File: src/common/pced_defs.vh
`ifndef PCED_DEFS_VH
`define PCED_DEFS_VH

// ----------------------------------------------------------------
// Register byte addresses
// ----------------------------------------------------------------
`define PCED_ADDR_PA_RISE   12'h000
`define PCED_ADDR_PA_FALL   12'h004
`define PCED_ADDR_PA_FLAG   12'h008
`define PCED_ADDR_PB_RISE   12'h00c
`define PCED_ADDR_PB_FALL   12'h010
`define PCED_ADDR_PB_FLAG   12'h014
`define PCED_ADDR_PC_RISE   12'h018
`define PCED_ADDR_PC_FALL   12'h01c
`define PCED_ADDR_PC_FLAG   12'h020
`define PCED_ADDR_IRQ_CTRL  12'h024
`define PCED_ADDR_IRQ_STAT  12'h028

// ----------------------------------------------------------------
// Implemented bit masks
// ----------------------------------------------------------------
`define PCED_MASK_PA        8'h3f
`define PCED_MASK_PB        8'hf0
`define PCED_MASK_PC_BIG    8'hff
`define PCED_MASK_PC_SMALL  8'h3f
`define PCED_MASK_NONE      8'h00

// ----------------------------------------------------------------
// Field positions and reset values
// ----------------------------------------------------------------
`define PCED_BIT_IRQ_EN     0
`define PCED_BIT_SUM_FLAG   0
`define PCED_RST_REG        8'h00

`endif

File: src/pced_sync.v
`default_nettype none

// ----------------------------------------------------------------
// Three-stage pin synchroniser, change taken when stages 2 and 3 agree
// ----------------------------------------------------------------
module pced_sync #(
    parameter WIDTH = 8
) (
    input  wire             clk_i,
    input  wire             rst_n_i,
    input  wire [WIDTH-1:0] pin_i,
    output reg  [WIDTH-1:0] level_o
);
    reg [WIDTH-1:0] s1_ff;
    reg [WIDTH-1:0] s2_ff;
    reg [WIDTH-1:0] s3_ff;

    // Stage 1 feeds only stage 2, so metastability stays contained
    always @(posedge clk_i or negedge rst_n_i) begin
        if (!rst_n_i) begin
            s1_ff   <= {WIDTH{1'b0}};
            s2_ff   <= {WIDTH{1'b0}};
            s3_ff   <= {WIDTH{1'b0}};
            level_o <= {WIDTH{1'b0}};
        end else begin
            s1_ff   <= pin_i;
            s2_ff   <= s1_ff;
            s3_ff   <= s2_ff;
            level_o <= (s2_ff & s3_ff) | (~(s2_ff ^ s3_ff) & s3_ff) | (level_o & (s2_ff ^ s3_ff));
        end
    end
endmodule // pced_sync

`default_nettype wire

File: src/pced_port.v
`default_nettype none

// ----------------------------------------------------------------
// One port: enables, edge detection and sticky change flags
// ----------------------------------------------------------------
module pced_port #(
    parameter [7:0] IMPL = 8'hff
) (
    input  wire       clk_i,
    input  wire       rst_n_i,
    input  wire [7:0] level_i,
    input  wire       wr_rise_i,
    input  wire       wr_fall_i,
    input  wire       wr_flag_i,
    input  wire [7:0] wdata_i,
    output reg  [7:0] rise_en_o,
    output reg  [7:0] fall_en_o,
    output reg  [7:0] flags_o,
    output wire [7:0] hit_o
);
    reg  [7:0] prev_ff;
    wire [7:0] rose = level_i & ~prev_ff;
    wire [7:0] fell = ~level_i & prev_ff;

    // Disabled direction produces no hit; absent bits never hit
    assign hit_o = ((rose & rise_en_o) | (fell & fall_en_o)) & IMPL;

    // Writes to absent bits are dropped so they read as zero
    always @(posedge clk_i or negedge rst_n_i) begin
        if (!rst_n_i) begin
            prev_ff   <= 8'h00;
            rise_en_o <= 8'h00;
            fall_en_o <= 8'h00;
            flags_o   <= 8'h00;
        end else begin
            prev_ff <= level_i;
            if (wr_rise_i) begin
                rise_en_o <= wdata_i & IMPL;
            end
            if (wr_fall_i) begin
                fall_en_o <= wdata_i & IMPL;
            end
            // Software writes 0 to clear; a new hit in the same cycle wins
            if (wr_flag_i) begin
                flags_o <= ((flags_o & wdata_i) | hit_o) & IMPL;
            end else begin
                flags_o <= flags_o | hit_o;
            end
        end
    end
endmodule // pced_port

`default_nettype wire

File: src/pced_top.v
// The implementer's own choices: the APB interface to the registers and the placing of the registers.
`include "pced_defs.vh"
`default_nettype none

module pced_top #(
    parameter LARGE = 1
) (
    input  wire        CLK_SYS_I,
    input  wire        RST_N_I,
    input  wire        PSEL_I,
    input  wire        PENABLE_I,
    input  wire        PWRITE_I,
    input  wire [11:0] PADDR_I,
    input  wire [31:0] PWDATA_I,
    output reg  [31:0] PRDATA_O,
    output reg         PREADY_O,
    output reg         PSLVERR_O,
    input  wire [7:0]  PORTA_PIN_I,
    input  wire [7:0]  PORTB_PIN_I,
    input  wire [7:0]  PORTC_PIN_N_I,
    output reg         IRQ_O
);
    // ----------------------------------------------------------------
    // Variant masks
    // ----------------------------------------------------------------
    localparam [7:0] MASK_A = `PCED_MASK_PA;
    localparam [7:0] MASK_B = LARGE ? `PCED_MASK_PB : `PCED_MASK_NONE;
    localparam [7:0] MASK_C = LARGE ? `PCED_MASK_PC_BIG : `PCED_MASK_PC_SMALL;

    // ----------------------------------------------------------------
    // Bus decode
    // ----------------------------------------------------------------
    // Only the access phase answers; pready is a register so it is one wait
    wire       access  = PSEL_I & PENABLE_I & ~PREADY_O;
    wire       wr      = access & PWRITE_I;
    wire [7:0] wd      = PWDATA_I[7:0];

    // Address match reused by every write strobe
    function hit_addr;
        input [11:0] a;
        input [11:0] ref_a;
        begin
            hit_addr = (a == ref_a);
        end
    endfunction

    wire [7:0] lvl_a;
    wire [7:0] lvl_b;
    wire [7:0] lvl_c;
    wire [7:0] ra, fa, ga, ha;
    wire [7:0] rb, fb, gb, hb;
    wire [7:0] rc, fc, gc, hc;

    reg  sum_flag_ff;
    reg  irq_en_ff;

    // ----------------------------------------------------------------
    // Pin synchronisers
    // ----------------------------------------------------------------
    pced_sync #(.WIDTH(24)) u_sync (
        .clk_i   (CLK_SYS_I),
        .rst_n_i (RST_N_I),
        .pin_i   ({PORTC_PIN_N_I, PORTB_PIN_I, PORTA_PIN_I}),
        .level_o ({lvl_c, lvl_b, lvl_a})
    );

    // ----------------------------------------------------------------
    // Ports
    // ----------------------------------------------------------------
    pced_port #(.IMPL(MASK_A)) u_pa (
        .clk_i     (CLK_SYS_I),
        .rst_n_i   (RST_N_I),
        .level_i   (lvl_a),
        .wr_rise_i (wr & hit_addr(PADDR_I, `PCED_ADDR_PA_RISE)),
        .wr_fall_i (wr & hit_addr(PADDR_I, `PCED_ADDR_PA_FALL)),
        .wr_flag_i (wr & hit_addr(PADDR_I, `PCED_ADDR_PA_FLAG)),
        .wdata_i   (wd),
        .rise_en_o (ra),
        .fall_en_o (fa),
        .flags_o   (ga),
        .hit_o     (ha)
    );

    pced_port #(.IMPL(MASK_B)) u_pb (
        .clk_i     (CLK_SYS_I),
        .rst_n_i   (RST_N_I),
        .level_i   (lvl_b),
        .wr_rise_i (wr & hit_addr(PADDR_I, `PCED_ADDR_PB_RISE)),
        .wr_fall_i (wr & hit_addr(PADDR_I, `PCED_ADDR_PB_FALL)),
        .wr_flag_i (wr & hit_addr(PADDR_I, `PCED_ADDR_PB_FLAG)),
        .wdata_i   (wd),
        .rise_en_o (rb),
        .fall_en_o (fb),
        .flags_o   (gb),
        .hit_o     (hb)
    );

    pced_port #(.IMPL(MASK_C)) u_pc (
        .clk_i     (CLK_SYS_I),
        .rst_n_i   (RST_N_I),
        .level_i   (lvl_c),
        .wr_rise_i (wr & hit_addr(PADDR_I, `PCED_ADDR_PC_RISE)),
        .wr_fall_i (wr & hit_addr(PADDR_I, `PCED_ADDR_PC_FALL)),
        .wr_flag_i (wr & hit_addr(PADDR_I, `PCED_ADDR_PC_FLAG)),
        .wdata_i   (wd),
        .rise_en_o (rc),
        .fall_en_o (fc),
        .flags_o   (gc),
        .hit_o     (hc)
    );

    // ----------------------------------------------------------------
    // Summary flag and interrupt
    // ----------------------------------------------------------------
    wire any_hit = |{ha, hb, hc};
    wire sum_clr = wr & hit_addr(PADDR_I, `PCED_ADDR_IRQ_STAT) & wd[`PCED_BIT_SUM_FLAG];

    // Write-one-to-clear; an edge in the same cycle keeps the flag set
    always @(posedge CLK_SYS_I or negedge RST_N_I) begin
        if (!RST_N_I) begin
            sum_flag_ff <= 1'b0;
            irq_en_ff   <= 1'b0;
            IRQ_O       <= 1'b0;
        end else begin
            if (any_hit) begin
                sum_flag_ff <= 1'b1;
            end else if (sum_clr) begin
                sum_flag_ff <= 1'b0;
            end
            if (wr & hit_addr(PADDR_I, `PCED_ADDR_IRQ_CTRL)) begin
                irq_en_ff <= wd[`PCED_BIT_IRQ_EN];
            end
            IRQ_O <= sum_flag_ff & irq_en_ff;
        end
    end

    // ----------------------------------------------------------------
    // Read mux and bus answer
    // ----------------------------------------------------------------
    reg [7:0] rd_byte;
    reg       rd_ok;

    // Unmapped addresses read zero and flag a slave error
    always @* begin
        rd_byte = 8'h00;
        rd_ok   = 1'b1;
        case (PADDR_I)
            `PCED_ADDR_PA_RISE:  rd_byte = ra;
            `PCED_ADDR_PA_FALL:  rd_byte = fa;
            `PCED_ADDR_PA_FLAG:  rd_byte = ga;
            `PCED_ADDR_PB_RISE:  rd_byte = rb;
            `PCED_ADDR_PB_FALL:  rd_byte = fb;
            `PCED_ADDR_PB_FLAG:  rd_byte = gb;
            `PCED_ADDR_PC_RISE:  rd_byte = rc;
            `PCED_ADDR_PC_FALL:  rd_byte = fc;
            `PCED_ADDR_PC_FLAG:  rd_byte = gc;
            `PCED_ADDR_IRQ_CTRL: rd_byte = {7'h00, irq_en_ff};
            `PCED_ADDR_IRQ_STAT: rd_byte = {7'h00, sum_flag_ff};
            default:             rd_ok   = 1'b0;
        endcase
    end

    // One wait state: pready rises one cycle into the access phase
    always @(posedge CLK_SYS_I or negedge RST_N_I) begin
        if (!RST_N_I) begin
            PREADY_O  <= 1'b0;
            PSLVERR_O <= 1'b0;
            PRDATA_O  <= 32'h0000_0000;
        end else begin
            PREADY_O  <= access;
            PSLVERR_O <= access & ~rd_ok;
            if (access & ~PWRITE_I) begin
                PRDATA_O <= {24'h00_0000, rd_byte};
            end
        end
    end
endmodule // pced_top

`default_nettype wire

File: config.mk
export PLATFORM = sky130hd
export DESIGN_NAME = pced_top
export DESIGN_NICKNAME = d
export VERILOG_FILES = /design/src/pced_sync.v /design/src/pced_port.v /design/src/pced_top.v
export VERILOG_INCLUDE_DIRS = /design/src /design/src/common
export SDC_FILE = /design/constraint.sdc
export NUM_CORES = 1
export LEC_CHECK = 0
export BUFFER_PORTS_ARGS = -buffer_cell sky130_fd_sc_hd__buf_2
export CAP_MARGIN = 25
export CELL_PAD_IN_SITES_DETAIL_PLACEMENT = 2
export CELL_PAD_IN_SITES_GLOBAL_PLACEMENT = 2
export CORE_MARGIN = 3
export CORE_UTILIZATION = 38
export DETAILED_ROUTE_END_ITERATION = 16
export PLACE_DENSITY = 0.85
export SLEW_MARGIN = 20
export SYNTH_ARGS = -nofsm -noshare
export SYNTH_HDL_FRONTEND = slang
export SYNTH_SLANG_ARGS = --single-unit
File: constraint.sdc
create_clock -name CLK_SYS_I -period 2.4 [get_ports CLK_SYS_I]
set_input_delay 0.24 -clock CLK_SYS_I [delete_from_list [all_inputs] [get_ports CLK_SYS_I]]
set_output_delay 0.24 -clock CLK_SYS_I [all_outputs]
set_load 0.005 [all_outputs]
-- Word level (Yosys, flattened, before mapping)
Cells that the tools add are included.
- output and inout bits: 35
- flip-flop bits (word level): 191
- logic and storage cells: 101
- input port bits: 73
- reductions and logical operators: 4
- multiplexer cells: 7
- equal/unequal tests: 10
- bitwise logic cells: 58
- operators with widths (kind ; number):
    8-bit case mux with 11 select lines ; 1
    8-bit AND ; 10
    24-bit AND ; 3
    12-bit by 5-bit == test with 1-bit output (second input constant) ; 4
    24-bit OR ; 2
    8-bit OR ; 6
    12-bit by 6-bit == test with 1-bit output (second input constant) ; 3
    8-bit inverter ; 4
    6-bit AND ; 5
    12-bit by 4-bit == test with 1-bit output (second input constant) ; 2
    8-bit 2-to-1 mux ; 3
    24-bit inverter ; 1
    24-bit bitwise XOR ; 1
    1-bit AND ; 18
    18-bit OR reduction ; 1
    12-bit by 3-bit == test with 1-bit output (second input constant) ; 1
    12-bit logical NOT ; 1
    6-bit inverter ; 2
    6-bit OR ; 2
    11-bit OR reduction ; 1
    8-bit by 6-bit OR with 8-bit output ; 1
    1-bit 2-to-1 mux ; 3
    1-bit inverter ; 3
    2-bit nonzero test ; 1

-- Logic depth before layout (Yosys ltp)
- word-level depth: 7
- mapped depth: 7

-- Cells and area by module
Synthesis repeated with hierarchy kept, for this count alone.
- cells, all modules: 561
- area total of the unflattened synthesis: 7544.7 um^2
- modules (own cells, without submodules) (module ; cells each ; sequential area each (um^2) ; times used ; area each (um^2)):
    pced_sync ; 144 ; 2402.3 ; 1 ; 2882.8
    pced_top ; 172 ; 325.3 ; 1 ; 1516.5
    pced_port at u_pc ; 98 ; 800.8 ; 1 ; 1345.0
    pced_port at u_pa ; 82 ; 600.6 ; 1 ; 1044.8
    pced_port at u_pb ; 65 ; 400.4 ; 1 ; 755.7

-- Worst setup path before layout
Ideal clock, no wire load.
- path kind: flip-flop to flip-flop
- start: register PREADY_O
- end: register u_pb.rise_en_o[4]
- data required time: 2.275 ns
- arrival: 1.624 ns
- path slack: 0.651 ns
- stages on the path, launching flop included: 5
- setup time: 0.125 ns
- buffers on the path: 0
- cells stage by stage: dfrtp_1 -> nor3b_4 -> nand3_2 -> nor2_2 -> mux2_2
- word-level cells in the longest chain between the ends: 4
- ends and longest elaborated chain (what ; RTL line ; text):
    from (decl) ; pced_top.v:16 ; output reg PREADY_O,
    from (signal assigned) ; pced_top.v:170 ; PREADY_O <= access;
    1-bit inverter ; pced_top.v:34 ; wire access = PSEL_I & PENABLE_I & ~PREADY_O;
    1-bit AND ; pced_top.v:34 ;
    1-bit AND ; pced_top.v:35 ; wire wr = access & PWRITE_I;
    1-bit AND ; pced_top.v:88 ; .wr_rise_i (wr & hit_addr(PADDR_I, `PCED_ADDR_PB_RISE)),
    to (signal assigned) ; pced_port.v:38 ; rise_en_o <= wdata_i & IMPL;
    to (decl) ; pced_port.v:16 ; output reg [7:0] rise_en_o,
Every way passes these cells.
A chain may end at the register's enable or synchronous reset.

-- Worst setup path in the final report
- start: register PREADY_O
- end: register u_pb.rise_en_o[7]
Same word-level chain as after synthesis.

==> results.sh <==
export IMPL_final_cell_area_um2=7660
export IMPL_synth_edf_count=0
export IMPL_async_reset_ff_frac=1.00
export IMPL_cts_tree="done"
export IMPL_max_cap_violations=0
export IMPL_ir_worst_vdd_mv=0.530
export IMPL_rsz0062_at_grt="no"
export IMPL_worst_setup_path_end_kind="flop"
export IMPL_synth_top_area_share=0.622
export IMPL_post_route_drc_count=0
export IMPL_dieHeight_um=135
export IMPL_synth_commonest_cells="157 x dfrtp_1, 55 x nand2_1, 42 x mux2_2"
export IMPL_synth_fa_ha_area_frac=0.0357
export IMPL_syn_inst=472
export IMPL_yosys_area_share_simple=0.113
export IMPL_cp_start_kind="flop"
export IMPL_synthTopCellsByArea="dfrtp_1 62%, mux2_2 7.5%, ha_1 3.6%"
export IMPL_powerDensity_nw_per_um2=800
export IMPL_startpoint="PREADY_O"
export IMPL_worst_pin_slew_ns=0.596
export IMPL_synth_area_um2=6320
export IMPL_yosysWarnings=0
export IMPL_synth_ff_type="dfrtp_1"
export IMPL_nNetsFinal=656
export IMPL_grt_pass1_wl_um=28400
export IMPL_status="completed"
export IMPL_fin_cells=793
export IMPL_io_pin_count=108
export IMPL_drtPass1Iterations=4
export IMPL_finalHoldViolations=0
export IMPL_yosysSeqAreaShare=0.622
export IMPL_critical_path_max_fanout=5
export IMPL_multi_input_area_um2=2240
export IMPL_seqCellArea_um2=3930
export IMPL_slew_viol_final=0
export IMPL_cts_max_level=4
export IMPL_chipWidth_um=135
export IMPL_syn_to_final_growth_pct=21.3
export IMPL_crit_required_ns=2.71
export IMPL_period_minus_slack_ns=1.94
export IMPL_cts_reportedPaths_clkPinSlew_ns=0.06
export IMPL_hpwl_um=11700
export IMPL_overflow=0
export IMPL_routed_wl_um=17700
export IMPL_placed_cells=743
export IMPL_vias_per_cell=5.36
export IMPL_postRouteAntennaNets=0
export IMPL_grt_max_degree=63
export IMPL_cts_buffers=17
export IMPL_final_util=0.477
export IMPL_setup_viol=0
export IMPL_fmax_mhz=516
export IMPL_setup_tns_final_ns=0
export IMPL_p_leak_uw=0.00353
export IMPL_routedWlPerCell_um=22.3
export IMPL_synth_most_common_cell="dfrtp_1"
export IMPL_post_route_cells_drive_above_1_share=0.269
export IMPL_timing_rr_end="u_pb.rise_en_o[7]"
export IMPL_grt_pass1_vias=4904
export IMPL_fill_cells=1530
export IMPL_synth_compound_area_share=0.0961
export IMPL_post_cts_buffers=0
export IMPL_numPortBuffers=53
export IMPL_worstReg2RegStart="PREADY_O"
export IMPL_n_antenna_cell=0
export IMPL_clock_sinks=157
export IMPL_place_area_um2=6830
export IMPL_initial_core_util=0.393
export IMPL_reg2reg_depth=4
export IMPL_synth_top_family_by_area="simple AND/OR/NAND/NOR gates"
export IMPL_max_slew_margin=0.602
export IMPL_synthMuxAreaShare=0.0955
export IMPL_route_vias_total=4248
export IMPL_dr_first_iter_drc_count=186
export IMPL_synth_seq_cells=157
export IMPL_crit_arrival_ns=2.24
export IMPL_coreArea_um2=16100
export IMPL_antenna_found_initial=0
export IMPL_synth_area_per_cell_um2=13.4
export IMPL_synth_distinct_cells=50
export IMPL_criticalPathCategory="reg -> reg"
export IMPL_hp_start="PWDATA_I[3]"
export IMPL_cts_buffer_depth=2
export IMPL_dieArea_um2=18200
export IMPL_period_share=0.807
export IMPL_finClkSkew_ns=0.00781
export IMPL_synth_xor_area_frac=0
export IMPL_cp_endpoint="u_pb.rise_en_o[7]"
export IMPL_clk_latency_ns=0.42
export IMPL_rows=46
export IMPL_grt_use_total=0.207
export IMPL_r2r_slack_ns=0.46
export IMPL_place_congestion=0.816
export IMPL_hold_class="in -> reg"
export IMPL_cts_root_buf="clkbuf_16"
export IMPL_yosysTopAreaCell="dfrtp_1"
==> cell type report <==
class | instances | share of cell area
timing repair buffer | 84 | 0.0753
multi-input combinational | 305 | 0.293
clock inverter | 12 | 0.0251
tap | 216 | 0.0353
clock buffer | 19 | 0.0591
sequential | 157 | 0.513
==> cells in the final DEF (no fill, tap or decap), types with 2 or more instances in the layout <==
| cell | n |
|---|---|
| nand3_4 | 2 |
| ha_1 | 18 |
| nor2b_1 | 5 |
| nor2_4 | 3 |
| clkinv_2 | 5 |
| mux2i_1 | 4 |
| nand3b_1 | 9 |
| nor3b_1 | 2 |
| a32o_1 | 2 |
| bufinv_16 | 5 |
| nor3_1 | 5 |
| buf_2 | 52 |
| nor2_2 | 2 |
| nand3_1 | 7 |
| a221oi_1 | 2 |
| clkinv_4 | 2 |
| o21a_1 | 7 |
| a21o_1 | 18 |
| mux2_2 | 42 |
| clkbuf_8 | 2 |
| nand2_1 | 55 |
| a22oi_1 | 5 |
| nor2_1 | 9 |
| buf_12 | 2 |
| nand2b_1 | 3 |
| dlygate4sd3_1 | 19 |
| dfrtp_1 | 157 |
| o21ai_0 | 23 |
| a32oi_1 | 5 |
| mux4_2 | 4 |
| a22o_1 | 2 |
| a21oi_1 | 4 |
| conb_1 | 24 |
| o21ai_1 | 4 |
| nand4_1 | 7 |
| clkbuf_16 | 17 |
| and2_1 | 6 |
| buf_4 | 10 |
| o22a_1 | 10 |
==> power by group <==
group	switching, uW	internal [uW]	total [uW]
logic	182	129	311
clock network	1080	1890	2970
registers	83.3	2770	2850
==> routing by layer <==
layer  vias to the layer above  wire length, um  GRT usage
li1                       1837                -          -
met1                      2236             7230      0.248
met2                       126             8960      0.350
met3                        49              880     0.0570
met4                         0              633     0.0907
met5                         -                0          0
==> worst min path at each step <==
| stage | end | slack (ns) | cells past startpoint |
|---|---|---|---|
| 2_1_floorplan | IRQ_O | -0.06 | 0 |
| 3_3_place_gp | u_sync.s1_ff[14] | 0.25 | 1 |
| 3_5_place_dp | u_sync.s3_ff[13] | 0.27 | 1 |
| 4_1_cts | u_pa.fall_en_o[3] | 0.11 | 2 |
| 5_1_grt | u_pa.fall_en_o[3] | 0.11 | 2 |
| 6_report | u_pa.fall_en_o[3] | 0.12 | 2 |
==> logic make-up (layout without fill, tap and decap cells) <==
family / after synthesis / in the layout
and+or+nand+nor: 126 / 126
AOI/OAI and AO/OA: 87 / 87
buffers and inverters: 33 / 115
DFF: 157 / 157
other: 1 / 24
muxes: 50 / 50
adders and majority gates: 18 / 18
==> registers in the layout (all words and copies together), names as in the netlist <==
name and flops:
u_pb.rise_en_o 4, PSLVERR_O 1, PRDATA_O 8, irq_en_ff 1
u_pb.fall_en_o 4, u_sync.s1_ff 18, u_pa.prev_ff 6, u_pc.rise_en_o 8
u_pb.flags_o 4, u_pa.fall_en_o 6, u_pc.fall_en_o 8, IRQ_O 1
u_sync.s2_ff 18, u_pa.rise_en_o 6, u_pa.flags_o 6, u_pb.prev_ff 4
u_sync.level_o 18, PREADY_O 1, u_pc.flags_o 8, sum_flag_ff 1
u_pc.prev_ff 8, u_sync.s3_ff 18
==> timing repair <==
action                    CTS  global route
resized for setup           0             0
hold buffers               19             0
hold endpoints to repair   78             0
==> stage by stage <==
stage	hold WS [ns]	total power, uW	worst slack (ns)
after floorplan	-0.0556	3020	0.651
after global placement	0.254	3150	0.377
after detailed placement	0.271	3180	0.275
after CTS	0.110	6200	0.469
after global routing	0.109	6380	0.393
final	0.122	6130	0.463
==> critical path, stage by stage (launching register included) <==
cell and delay (ns):
dfrtp_1 0.44, nor3b_4 0.39, nand3_2 0.22, nor2_2 0.37, mux2_2 0.40
(Power assumes the default switching activity.)
